### src/pf_pkg.sv
// constants, types and helpers shared by the data prefetch block
// assumes byte addresses, 64-byte lines and 4-KByte pages
`default_nettype none
package pf_pkg;
	// ----------------------------------------------------------------
	// address geometry
	// ----------------------------------------------------------------
	localparam int ADDR_W        = 32;            // byte address width
	localparam int LINE_OFS      = 6;             // 64-byte cache line
	localparam int PAGE_OFS      = 12;            // 4-KByte page
	localparam int LINE_W        = ADDR_W - LINE_OFS;   // line address width
	localparam int DW            = LINE_W + 1;          // signed line distance
	localparam int PAGE_LINE_BIT = PAGE_OFS - LINE_OFS; // page field in line addr
	// ----------------------------------------------------------------
	// stream detector defaults
	// ----------------------------------------------------------------
	localparam int AHEAD_LINES   = 2;             // steps kept ahead of stream
	localparam int TRIGGER_BYTES = 256;           // trigger threshold distance
	localparam int TRAIN_MISSES  = 2;             // small-distance misses to arm
	localparam int HITS_W        = 4;             // training counter width
	localparam int DROP_L1_HIT   = 0;             // 1: drop, 0: wait on l1 hit
	// ----------------------------------------------------------------
	// software prefetch variants and target levels
	// ----------------------------------------------------------------
	typedef enum logic [1:0] {
		KIND_NTA = 2'h0,
		KIND_T0  = 2'h1,
		KIND_T1  = 2'h2,
		KIND_T2  = 2'h3
	} kind_t;
	typedef enum logic [1:0] {
		LVL_L1  = 2'h0,
		LVL_L2  = 2'h1,
		LVL_LLC = 2'h2,
		LVL_NTA = 2'h3
	} lvl_t;
	typedef enum logic {
		ISS_IDLE = 1'b0,
		ISS_BUSY = 1'b1
	} iss_t;

	// target level of a software variant
	function automatic lvl_t kindLevel(input kind_t k);
		case (k)
			KIND_NTA: kindLevel = LVL_NTA;
			KIND_T0:  kindLevel = LVL_L1;
			KIND_T1:  kindLevel = LVL_L2;
			default:  kindLevel = LVL_LLC;
		endcase
	endfunction

	// magnitude of a signed line distance
	function automatic logic [DW-1:0] absLines(input logic signed [DW-1:0] d);
		absLines = d[DW-1] ? DW'(-d) : DW'(d);
	endfunction
endpackage
`default_nettype wire

### src/cand_link_if.sv
// candidate hand-off from the stream tracker to the issue logic
// assumes both ends run on clk_sys
`timescale 1ns/1ps
`default_nettype none
interface cand_link_if;
	import pf_pkg::*;
	logic              valid;   // candidate line waiting
	logic              ready;   // issue logic takes it
	logic [LINE_W-1:0] line;    // line address to fetch
	modport src (output valid, output line, input ready);
	modport dst (input valid, input line, output ready);
endinterface
`default_nettype wire

### src/stream_tracker.sv
// miss stream detector: trains on demand misses, offers fetch lines
// assumes one miss report per cycle at most, on clk_sys
`timescale 1ns/1ps
`default_nettype none
module stream_tracker
#(
	parameter int TRIGGER = pf_pkg::TRIGGER_BYTES,
	parameter int TRAIN   = pf_pkg::TRAIN_MISSES
)
(
	input  wire logic                      clk_sys,
	input  wire logic                      reset_n,
	input  wire logic                      missValid,
	input  wire logic [pf_pkg::LINE_W-1:0] missLine,
	cand_link_if.src                       cand
);
	import pf_pkg::*;
	localparam int TRIG_LINES = TRIGGER >> LINE_OFS; // threshold in lines

	// ----------------------------------------------------------------
	// state
	// ----------------------------------------------------------------
	logic [LINE_W-1:0]    lastLine_r;   // previous miss line
	logic                 haveLast_r;   // lastLine_r holds a miss
	logic signed [DW-1:0] stride_r;     // last seen distance
	logic [HITS_W-1:0]    hits_r;       // consecutive small distances
	logic                 valid_r;      // candidate pending
	logic [LINE_W-1:0]    line_r;       // candidate line
	logic signed [DW-1:0] stepHold_r;   // step used for candidate (checks)

	// ----------------------------------------------------------------
	// distance and step
	// ----------------------------------------------------------------
	logic signed [DW-1:0] delta;
	logic [DW-1:0]        absD;
	logic                 smallDist;
	logic                 trained;
	logic signed [DW-1:0] step;
	logic [LINE_W-1:0]    tgt;
	logic                 samePage;
	logic                 loadNow;

	always_comb
	begin
		delta     = $signed({1'b0, missLine}) - $signed({1'b0, lastLine_r});
		absD      = absLines(delta);
		// distance compared in whole lines against the byte threshold
		smallDist = haveLast_r && (delta != '0) && (absD < DW'(TRIG_LINES));
		trained   = smallDist && (hits_r >= HITS_W'(TRAIN - 1));
		// constant stride is followed only below half the threshold,
		// otherwise the stream falls back to the next line
		if ((hits_r != '0) && (delta == stride_r) && ((absD << 1) < DW'(TRIG_LINES)))
			step = delta;
		else
			step = delta[DW-1] ? -DW'(1) : DW'(1);
		// no end-of-array knowledge: fetches run past the last element
		tgt      = LINE_W'($signed({1'b0, missLine}) + step * AHEAD_LINES);
		samePage = tgt[LINE_W-1:PAGE_LINE_BIT] == missLine[LINE_W-1:PAGE_LINE_BIT];
		loadNow  = missValid && trained && samePage && (!valid_r || cand.ready);
	end

	// ----------------------------------------------------------------
	// training history
	// ----------------------------------------------------------------
	always_ff @(posedge clk_sys or negedge reset_n)
	begin
		if (!reset_n)
		begin
			lastLine_r <= '0;
			haveLast_r <= 1'b0;
			stride_r   <= '0;
			hits_r     <= '0;
		end
		else if (missValid)
		begin
			lastLine_r <= missLine;
			haveLast_r <= 1'b1;
			stride_r   <= delta;
			// large jumps restart the start-up penalty
			if (!smallDist)
				hits_r <= '0;
			else if (hits_r != '1)
				hits_r <= hits_r + HITS_W'(1);
		end
	end

	// ----------------------------------------------------------------
	// candidate slot; a busy slot drops the newer hint, it is only a hint
	// ----------------------------------------------------------------
	always_ff @(posedge clk_sys or negedge reset_n)
	begin
		if (!reset_n)
		begin
			valid_r    <= 1'b0;
			line_r     <= '0;
			stepHold_r <= '0;
		end
		else if (loadNow)
		begin
			valid_r    <= 1'b1;
			line_r     <= tgt;
			stepHold_r <= step;
		end
		else if (cand.ready)
			valid_r <= 1'b0;
	end

	assign cand.valid = valid_r;
	assign cand.line  = line_r;

	// elaboration check: training counter is four bits, threshold whole lines
	if (TRAIN < 2 || TRAIN > 15 || TRIGGER < 128 || (TRIGGER % 64) != 0)
	begin : gBadParams
		$error("stream_tracker: unsupported parameters");
	end
endmodule // stream_tracker
`default_nettype wire

### src/stride_data_prefetcher.sv
// data prefetch block: automatic stride streams plus software hints
// assumes inputs synchronous to clk_sys; one fetch accepted per handshake
`timescale 1ns/1ps
`default_nettype none
// What this block does
// fill last-level cache two steps ahead
// never fetch across a 4-KByte page
// stay idle until several misses seen
// trigger on small distance between successive misses
// constant stride used only below half threshold
// keep fetching past the array end
// four software hint variants pick target level
// l1-hit hint waits on traffic or drops
// prefetch traffic decoupled from execution
// software must not prefetch instruction code
// threshold is a byte parameter on line distance
module stride_data_prefetcher
#(
	parameter int TRIGGER_BYTES = pf_pkg::TRIGGER_BYTES,
	parameter int TRAIN_MISSES  = pf_pkg::TRAIN_MISSES,
	parameter int DROP_L1_HIT   = pf_pkg::DROP_L1_HIT
)
(
	input  wire logic                      clk_sys,
	input  wire logic                      reset_n,
	input  wire logic                      missValid,    // demand data miss
	input  wire logic [pf_pkg::ADDR_W-1:0] missAddr,
	input  wire logic                      swValid,      // software hint request
	output logic                           swReady,
	input  wire logic [pf_pkg::ADDR_W-1:0] swAddr,
	input  wire pf_pkg::kind_t             swKind,
	input  wire logic                      swL1Hit,      // line already in l1
	input  wire logic                      memPending,   // memory accesses outstanding
	output logic                           fetchValid,   // line fetch to the cache side
	input  wire logic                      fetchReady,
	output logic [pf_pkg::ADDR_W-1:0]      fetchAddr,
	output pf_pkg::lvl_t                   fetchLevel,
	output logic                           fetchSoftware,
	output logic                           swDropped     // hint discarded pulse
);
	import pf_pkg::*;

	// ----------------------------------------------------------------
	// stream tracker
	// ----------------------------------------------------------------
	cand_link_if candLink ();                // tracker to issue hand-off

	stream_tracker #(
		.TRIGGER (TRIGGER_BYTES),
		.TRAIN   (TRAIN_MISSES)
	) tracker (
		.clk_sys   (clk_sys),
		.reset_n   (reset_n),
		.missValid (missValid),
		.missLine  (missAddr[ADDR_W-1:LINE_OFS]),
		.cand      (candLink.src)
	);

	// ----------------------------------------------------------------
	// software hint slot
	// ----------------------------------------------------------------
	logic              swPend_r;     // hint waiting for issue
	logic [LINE_W-1:0] swLine_r;     // hinted line
	lvl_t              swLvl_r;      // its target level
	logic              swHit_r;      // hinted line was in l1
	logic              swDropped_r;  // drop pulse
	logic              swTake;       // hint accepted this cycle
	logic              swDrop;       // accepted hint is discarded
	logic              swGo;         // slot may issue now

	// execution never waits for memory; only a full slot back-pressures
	assign swReady = !swPend_r;
	assign swTake  = swValid && swReady;
	assign swDrop  = swTake && swL1Hit && (DROP_L1_HIT != 0);
	// an l1 hit waits until earlier memory traffic has drained
	assign swGo    = swPend_r && (!swHit_r || !memPending);

	iss_t state_r;
	iss_t state_nxt;

	// slot fill and release
	always_ff @(posedge clk_sys or negedge reset_n)
	begin
		if (!reset_n)
		begin
			swPend_r <= 1'b0;
			swLine_r <= '0;
			swLvl_r  <= LVL_L1;
			swHit_r  <= 1'b0;
		end
		else if (swTake && !swDrop)
		begin
			swPend_r <= 1'b1;
			swLine_r <= swAddr[ADDR_W-1:LINE_OFS];
			swLvl_r  <= kindLevel(swKind);
			swHit_r  <= swL1Hit;
		end
		else if (state_r == ISS_IDLE && swGo)
			swPend_r <= 1'b0;
	end

	// drop indication, one cycle
	always_ff @(posedge clk_sys or negedge reset_n)
	begin
		if (!reset_n)
			swDropped_r <= 1'b0;
		else
			swDropped_r <= swDrop;
	end

	// ----------------------------------------------------------------
	// issue state machine
	// ----------------------------------------------------------------
	// hardware candidates only when no hint can go; hints are explicit
	assign candLink.ready = (state_r == ISS_IDLE) && !swGo;

	always_comb
	begin
		case (state_r)
			ISS_IDLE: state_nxt = (swGo || candLink.valid) ? ISS_BUSY : ISS_IDLE;
			ISS_BUSY: state_nxt = fetchReady ? ISS_IDLE : ISS_BUSY;
			default:  state_nxt = ISS_IDLE;
		endcase
	end

	always_ff @(posedge clk_sys or negedge reset_n)
	begin
		if (!reset_n)
			state_r <= ISS_IDLE;
		else
			state_r <= state_nxt;
	end

	// ----------------------------------------------------------------
	// fetch request registers
	// ----------------------------------------------------------------
	logic              fetchValid_r;
	logic [LINE_W-1:0] fetchLine_r;
	lvl_t              fetchLevel_r;
	logic              fetchSw_r;
	logic              fetchHit_r;   // issued hint had hit l1 (checks)

	always_ff @(posedge clk_sys or negedge reset_n)
	begin
		if (!reset_n)
		begin
			fetchValid_r <= 1'b0;
			fetchLine_r  <= '0;
			fetchLevel_r <= LVL_LLC;
			fetchSw_r    <= 1'b0;
			fetchHit_r   <= 1'b0;
		end
		else if (state_r == ISS_IDLE && swGo)
		begin
			fetchValid_r <= 1'b1;
			fetchLine_r  <= swLine_r;
			fetchLevel_r <= swLvl_r;
			fetchSw_r    <= 1'b1;
			fetchHit_r   <= swHit_r;
		end
		else if (state_r == ISS_IDLE && candLink.valid)
		begin
			// automatic fetches always fill the last-level cache
			fetchValid_r <= 1'b1;
			fetchLine_r  <= candLink.line;
			fetchLevel_r <= LVL_LLC;
			fetchSw_r    <= 1'b0;
			fetchHit_r   <= 1'b0;
		end
		else if (fetchReady)
			fetchValid_r <= 1'b0;
	end

	assign fetchValid    = fetchValid_r;
	assign fetchAddr     = {fetchLine_r, LINE_OFS'(0)};
	assign fetchLevel    = fetchLevel_r;
	assign fetchSoftware = fetchSw_r;
	assign swDropped     = swDropped_r;

	// elaboration check: only wait (0) and drop (1) behaviours exist
	// refused at build time rather than silently acting as one of them
	if (DROP_L1_HIT < 0 || DROP_L1_HIT > 1)
	begin : gBadDrop
		$error("stride_data_prefetcher: DROP_L1_HIT must be 0 or 1");
	end
endmodule // stride_data_prefetcher
`default_nettype wire

### config.mk
export PLATFORM = sky130hd
export DESIGN_NAME = stride_data_prefetcher
export DESIGN_NICKNAME = d
export VERILOG_FILES = /design/src/pf_pkg.sv /design/src/cand_link_if.sv /design/src/stream_tracker.sv /design/src/stride_data_prefetcher.sv
export SDC_FILE = /design/constraint.sdc
export NUM_CORES = 1
export LEC_CHECK = 0
export BUFFER_PORTS_ARGS = -buffer_cell sky130_fd_sc_hd__buf_2
export CORE_ASPECT_RATIO = 0.8
export CORE_MARGIN = 2
export CORE_UTILIZATION = 48
export DETAILED_ROUTE_END_ITERATION = 12
export GPL_TIMING_DRIVEN = 1
export PLACE_DENSITY = 0.66
export SETUP_SLACK_MARGIN = 0.1
export SYNTH_ARGS = -nofsm -noshare
export SYNTH_HDL_FRONTEND = slang
export SYNTH_SLANG_ARGS = --single-unit
### constraint.sdc
create_clock -name clk_sys -period 10.7 [get_ports clk_sys]
set_input_delay 1.07 -clock clk_sys [delete_from_list [all_inputs] [get_ports clk_sys]]
set_output_delay 1.07 -clock clk_sys [all_outputs]
set_load 0.05 [all_outputs]
==> results of run 1 <==
==> cells by family after synthesis <==
logic type / after synthesis
AO/OA/AOI/OAI: 445
XOR/XNOR: 83
adder cells (fa/ha/maj): 58
buffers and inverters: 197
flip-flops: 146
multiplexers: 70
other: 1
AND/OR/NAND/NOR: 560
==> synth_stat cells (all sizes together), types with 8 or more instances <==
cell type	number	area share
a211oi	36	0.022
a21boi	12	0.0070
a21o	24	0.014
a21oi	69	0.027
a221oi	31	0.031
a22oi	28	0.017
a31oi	14	0.0068
and2	39	0.019
and3	14	0.0068
and4	8	0.0055
buf	33	0.016
clkbuf	80	0.023
dfrtp	145	0.28
ha	56	0.055
inv	84	0.025
mux2	52	0.046
mux2i	18	0.014
nand2	188	0.055
nand2b	10	0.0049
nand3	43	0.017
nand4	51	0.026
nor2	76	0.022
nor2b	11	0.0054
nor3	44	0.018
nor4	19	0.011
o2111ai	10	0.0068
o211ai	17	0.0099
o21a	13	0.0076
o21ai	114	0.045
or2	12	0.0058
or3	13	0.0063
or4	15	0.0091
xnor2	54	0.037
xor2	26	0.018
==> through the flow <==
stage	instances	total power, mW	setup WS, ns
finish	1984	2.951	0.6616
global route	1984	3.133	0.1936
CTS	1984	2.938	0.7451
detailed placement	1952	2.313	0.3230
global placement	1952	2.289	0.4552
floorplan	1566	1.884	1.479
==> path summary, 6_finish.rpt <==
check / slack [ns] / to
worst min-delay path: 0.47 / tracker.haveLast_r
worst max-delay path: 0.66 / tracker.cand.line[2]
min in group asynchronous: 0.66 / tracker.stride_r[13]
worst min register to register: 0.47 / tracker.haveLast_r
worst max register to register: 1.11 / tracker.cand.line[2]
max in group asynchronous: 8.60 / tracker.cand.line[13]
==> final cells by class <==
type                            count  area [sq um]
Tap cell                          357         446.7
Timing Repair Buffer              142         882.1
Clock buffer                       17         425.4
Sequential cell                   146          3655
Multi-Input combinational cell   1223          8438
Clock inverter                     15         182.7
Inverter                           84         315.3
Fill cell                        2539         11920
==> power groups by stage <==
stage / clock network (mW) / registers [mW] / logic [mW]
2_1_floorplan: 0 / 0.969 / 0.916
3_3_place_gp: 0 / 0.802 / 1.49
3_5_place_dp: 0 / 0.806 / 1.51
4_1_cts: 0.627 / 0.797 / 1.51
5_1_grt: 0.655 / 0.816 / 1.66
6_report: 0.618 / 0.797 / 1.54
==> metal layers <==
layer / vias up / global-route usage
li1: 5865 / -
met1: 6044 / 0.4466
met2: 496 / 0.3989
met3: 34 / 0.05501
met4: 0 / 0.06389
met5: - / 0
==> sequential cells by signal, summed over array words and instances, names as in the netlist, 2 cells and up <==
register and count:
tracker.stride_r 27, fetchLine_r 26, swLine_r 26, tracker.cand.line 26
tracker.lastLine_r 26, tracker.hits_r 4, fetchLevel 2, swLvl_r 2
==> what timing repair did <==
action	CTS	global route
setup endpoints to repair	0	6
hold buffers	0	0
gates resized for setup	0	1
buffers inserted	0	0
==> metrics.md, run 1 <==
| Metric | Value |
|---|---|
| Status | `finished, final reports clean` |
| Starting Density | `0.4890` |
| Hold_ws | `0.4699 ns` |
| GR Overflow Total | `0` |
| ANT cells | `0` |
| All-layer global routing usage | `0.2855` |
| Metal2 WL | `roughly 16 mm` |
| Placed instance area | `13,730 sq um` |
| Final HPWL DP | `between 30 and 40 mm` |
| Post-synthesis area per instance | `a little over 8 sq um` |
| Critical Path Start Type | `primary input` |
| Pin count of the biggest net entering global routing | `between 80 and 90` |
| Main combinational cell family by area after synthesis | `compound AO/OA/AOI/OAI gates` |
| Compound-Gate Fraction of Synth Area | `0.2499` |
| Clock Tree Buf Depth | `2` |
| Worst r2r path cells | `29` |
| TritonCTS Buffers | `17` |
| Initial DRC Count | `between 1,000 and 1,500` |
| Mux cell area share after synthesis | `0.05963` |
| H-Tree Depth | `4` |
| Setup crit end kind | `flip-flop` |
| RSZ-0062 raised after global routing | `false` |
| Hold Path Origin | `tracker.haveLast_r` |
| Cell Area, Synth | `around 13,000 sq um` |
| Nets@finish | `~1,700` |
| Clock Sinks | `146` |
| DR WL met3 | `3.300 mm` |
| Slew @ Worst Pin | `approximately 0.98 ns` |
| CP top delay family | `simple AND/OR/NAND/NOR gates` |
| Commonest non-fill, non-tap cell in the layout | `nand2_1` |
| Final Hold Fails | `0` |
| PwrDens | `about 200 nW/um^2` |
| Final core occ | `0.5463` |
| Max_slew headroom | `0.3467` |
| First-pass GRT wire length | `between 60 and 70 mm` |
| Maximum capacitance violations | `0` |
| Slew Viols, Final | `0` |
| Sequential Power Share | `0.270` |
| Req. time, crit path | `11.09 ns` |
| IO Port Bufs | `91` |
| TritonCTS clock tree | `done` |
| Critical Path Slowest Stage Cell | `or4_1` |
| GPL Wtd Cong | `about 0.94` |
| Antenna violations before repair | `0` |
| Die area | `~28,000 sq um` |
| Total negative slack | `0 ns` |
| I/O Pins | `between 100 and 150` |
| Maximum fanout along the worst path | `28` |
| Leakage | `slightly above 6 nW` |
| Clk slew on worst S/H paths | `~0.08 ns` |
| WS Path Type | `primary input to flip-flop` |
| DR vias | `between 10,000 and 15,000` |
| Routed vias/inst | `6.270` |
| Fraction of registers with async set/reset | `1.000` |
| DRT Pass-1 Iters | `5` |
| Cell-internal power | `roughly 1.6 mW` |
| # rows | `53` |
| Tcrit/Tclk final | `0.9382` |
| Synth Register Bits | `approximately 150` |
| Cells after synthesis | `around 1,600` |
| Hold path cells | `1` |
| Final min period | `roughly 10 ns` |
| CP startpoint | `missAddr[6]` |
| Post-Synth Simple-Gate Area | `0.2230` |
| Logic pwr share | `0.521` |
| Wire per inst | `20.34 microns` |
| Critical Path Max Stage Delay | `about 0.76 ns` |
| DRC | `0` |
| Clock skew | `approximately 0.015 ns` |
| Vias in the first global route | `~11,000` |
| Wl on met1 | `roughly 20 mm` |
| Area Overhead vs Synth | `11.71%` |
| DR top layer | `met4` |
| Die Y-Extent | `150.3 microns` |
| Die width | `roughly 190 microns` |
| Most frequent CP cell | `or4_1` |
| Commonest cells after routing, fill and taps aside | `188 x nand2_1, 145 x dfrtp_1, 108 x o21ai_0` |
| Adder-Cell Fraction of Synth Area | `0.05768` |
| Hold Crit Class | `flip-flop to flip-flop` |
| Most used DFF post-synth | `dfrtp_1` |
| Sw Share | `0.4742` |
| Clk pwr share | `0.209` |
| Design area | `14,350 sq um` |
| Worst-skew pair later-pin latency | `approximately 0.45 ns` |
| RR Startpoint | `tracker.lastLine_r[14]` |
| Root buf cell | `clkbuf_16` |
| XOR/XNOR Fraction of Synth Area | `0.06041` |
| Sequential-to-total area share from yosys stat | `0.2846` |
| Synth unique cells | `94` |
| Core Area | `~26,000 sq um` |
| Final wirelength | `about 40 mm` |
| P_sw | `approximately 1.4 mW` |
| Post-synth EDFFs | `0` |
| Worst IR Drop VDD | `0.0001433 V` |
| Fmax achieved | `99.62 MHz` |
| Yosys warnings | `0` |
| WP depth | `30` |
| Crit path buffers/inverters | `4` |
| CP arrival | `10.42 ns` |
| ANT nets after route | `0` |
| Share of cells above drive strength 1 | `0.1764` |
| Setup Viol. Count Final | `0` |
Power figures use the tool's default switching activity.
==> run 2: changes to the inputs <==
--- a/config.mk
+++ b/config.mk
@@ -9,6 +9,7 @@
 export CORE_ASPECT_RATIO = 0.8
 export CORE_MARGIN = 2
 export CORE_UTILIZATION = 48
+export CTS_BUF_LIST = sky130_fd_sc_hd__clkbuf_8
 export DETAILED_ROUTE_END_ITERATION = 12
 export GPL_TIMING_DRIVEN = 1
 export PLACE_DENSITY = 0.66
==> metrics.md, run 2 (same netlist as run 1, synthesis figures left out) <==
| Metric | Value |
|---|---|
| Hold path cells | `2 (+1)` |
| Slew @ Worst Pin | `0.9712 ns (-0.005393 ns)` |
| Share of cells above drive strength 1 | `0.1764 (unchanged)` |
| Wire per inst | `20.34 microns (about the same)` |
| Total negative slack | `0 ns (unchanged)` |
| Critical Path Max Stage Delay | `0.59 ns (-0.17 ns)` |
| IO Port Bufs | `91 (unchanged)` |
| GR Overflow Total | `0 (unchanged)` |
| Core Area | `26,260 sq um (unchanged)` |
| All-layer global routing usage | `0.2850 (-0.0005469)` |
| Die area | `28,080 sq um (unchanged)` |
| Req. time, crit path | `11.14 ns (+0.05 ns)` |
| Die width | `186.9 microns (unchanged)` |
| Clk slew on worst S/H paths | `0.10 ns (+0.02 ns)` |
| Final Hold Fails | `0 (unchanged)` |
| Initial DRC Count | `1,254 (-8.1%)` |
| Status | `finished, final reports clean` |
| DR vias | `12,420 (-0.12%)` |
| Worst-skew pair later-pin latency | `0.50 ns (+0.05 ns)` |
| GPL Wtd Cong | `0.9365 (unchanged)` |
| Maximum fanout along the worst path | `28 (unchanged)` |
| Worst r2r path cells | `30 (+3.4%)` |
| WS Path Type | `primary input to flip-flop` |
| # rows | `53 (unchanged)` |
| Fill cells | `2,560 (+0.83%)` |
| Final core occ | `0.5390 (-0.007290)` |
| CP arrival | `10.41 ns (about the same)` |
| Setup crit end kind | `flip-flop` |
| ANT cells | `0 (unchanged)` |
| Vias in the first global route | `11,240 (-0.027%)` |
| Critical Path Slowest Stage Cell | `or4_1` |
| Most frequent CP cell | `or4_1` |
| Maximum capacitance violations | `0 (unchanged)` |
| ANT nets after route | `0 (unchanged)` |
| Critical Path Start Type | `primary input` |
| DRC | `0 (unchanged)` |
| First-pass GRT wire length | `63.00 mm (about the same)` |
| Max reg flops | `27 (unchanged)` |
| TritonCTS clock tree | `done` |
| Final HPWL DP | `30.42 mm (unchanged)` |
| Antenna violations before repair | `0 (unchanged)` |
| Die Y-Extent | `150.3 microns (unchanged)` |
| Clock Sinks | `146 (unchanged)` |
| Nets@finish | `1,745 (unchanged)` |
| PnR worst setup slack | `0.7258 ns (+0.06420 ns)` |
| Commonest non-fill, non-tap cell in the layout | `nand2_1` |
| DRT Pass-1 Iters | `6 (+1)` |
| Clock skew | `0.02613 ns (+0.01126 ns)` |
| H-Tree Depth | `4 (unchanged)` |
| Hold Crit Class | `flip-flop to flip-flop` |
| Overall Power | `2.799 mW (-5.2%)` |
| PwrDens | `197.8 nW/um^2 (-3.9%)` |
| Worst IR Drop VDD | `0.0001334 V (-6.9%)` |
| Tcrit/Tclk final | `0.9322 (-0.006000)` |
| Slew Viols, Final | `0 (unchanged)` |
| Fmax achieved | `100.3 MHz (+0.64%)` |
| Commonest cells after routing, fill and taps aside | `188 x nand2_1, 145 x dfrtp_1, 108 x o21ai_0` |
| Clock Tree Buf Depth | `2 (unchanged)` |
| Max_slew headroom | `0.3503 (+0.003608)` |
| Hold_ws | `0.4842 ns (+0.01427 ns)` |
| Setup Viol. Count Final | `0 (unchanged)` |
| Routed vias/inst | `6.262 (-0.12%)` |
| TritonCTS Buffers | `17 (unchanged)` |
| I/O Pins | `111 (unchanged)` |
| Final min period | `9.974 ns (-0.06420 ns)` |
| Place WS | `0.3230 ns (unchanged)` |
| Final wirelength | `40.35 mm (about the same)` |
| Top reg by flops | `tracker.stride_r` |
| Pin count of the biggest net entering global routing | `84 (unchanged)` |
| Area Overhead vs Synth | `10.22%` |
| Root buf cell | `clkbuf_8` |
| RSZ-0062 raised after global routing | `false` |
| Leakage | `6.047 nW (-1.4%)` |
| Starting Density | `0.4890 (unchanged)` |
==> run 2: cell count changes in the layout (fill, tap and decap cells not counted) <==
cell       before  now
clkbuf_16      17    0
clkbuf_8        0   17
==> run 2: worst max-delay path, delay by kind of cell <==
family | cells | cell delay, ns
and+or+nand+nor | 15 | 4.82
AOI/OAI and AO/OA | 7 | 2.32
adders and majority gates | 2 | 0.89
buffers and inverters | 4 | 0.72
xor gates and xnor gates | 2 | 0.55
==> run 2: worst paths after layout <==
path | from | end | slack, ns
max in group asynchronous | reset_n | tracker.cand.line[14] | 8.68
setup reg to reg | tracker.lastLine_r[14] | tracker.cand.line[2] | 1.10
hold reg to reg | fetchLine_r[5] | fetchLine_r[5] | 0.48
min in group asynchronous | reset_n | tracker.stride_r[13] | 0.61
hold / removal | fetchLine_r[5] | fetchLine_r[5] | 0.48
setup / recovery | missAddr[20] | tracker.cand.line[2] | 0.73
==> run 2: metal layers <==
metal / wire length, microns / global-route usage / share of wire
met5: 0 / 0 / 0
met1: 20130 / 0.4442 / 0.50
met4: 576 / 0.06151 / 0.014
met2: 16190 / 0.3978 / 0.40
met3: 3450 / 0.05921 / 0.086
==> run 2: power breakdown <==
group | total (mW) | internal [mW] | switching (mW) | leakage (nW)
combinational | 1.54 | 0.530 | 1.01 | 4.04
sequential | 0.796 | 0.705 | 0.0913 | 1.80
clock | 0.466 | 0.179 | 0.287 | 0.204
==> run 2: what timing repair did <==
action,CTS,global route
setup buffers,0,0
resized for setup,0,1
hold buffers,0,0
endpoints found under the setup margin,0,1
endpoints found under the hold margin,0,0
==> run 2: cell type report <==
| type | count | area (sq um) | area share |
|---|---|---|---|
| multi-input combinational | 1223 | 8438 | 0.5962 |
| sequential | 146 | 3655 | 0.2582 |
| timing repair buffer | 142 | 882.1 | 0.06232 |
| tap | 357 | 446.7 | 0.03156 |
| inverter | 84 | 315.3 | 0.02228 |
| clock buffer | 17 | 234.0 | 0.01653 |
| clock inverter | 15 | 182.7 | 0.01291 |
==> run 2: per-stage QoR <==
| stage | area [sq um] | std cells |
|---|---|---|
| global route | 14150 | 1984 |
| global placement | 13730 | 1952 |
| floorplan | 12860 | 1566 |
| CTS | 14140 | 1984 |
| detailed placement | 13730 | 1952 |
| finish | 14150 | 1984 |
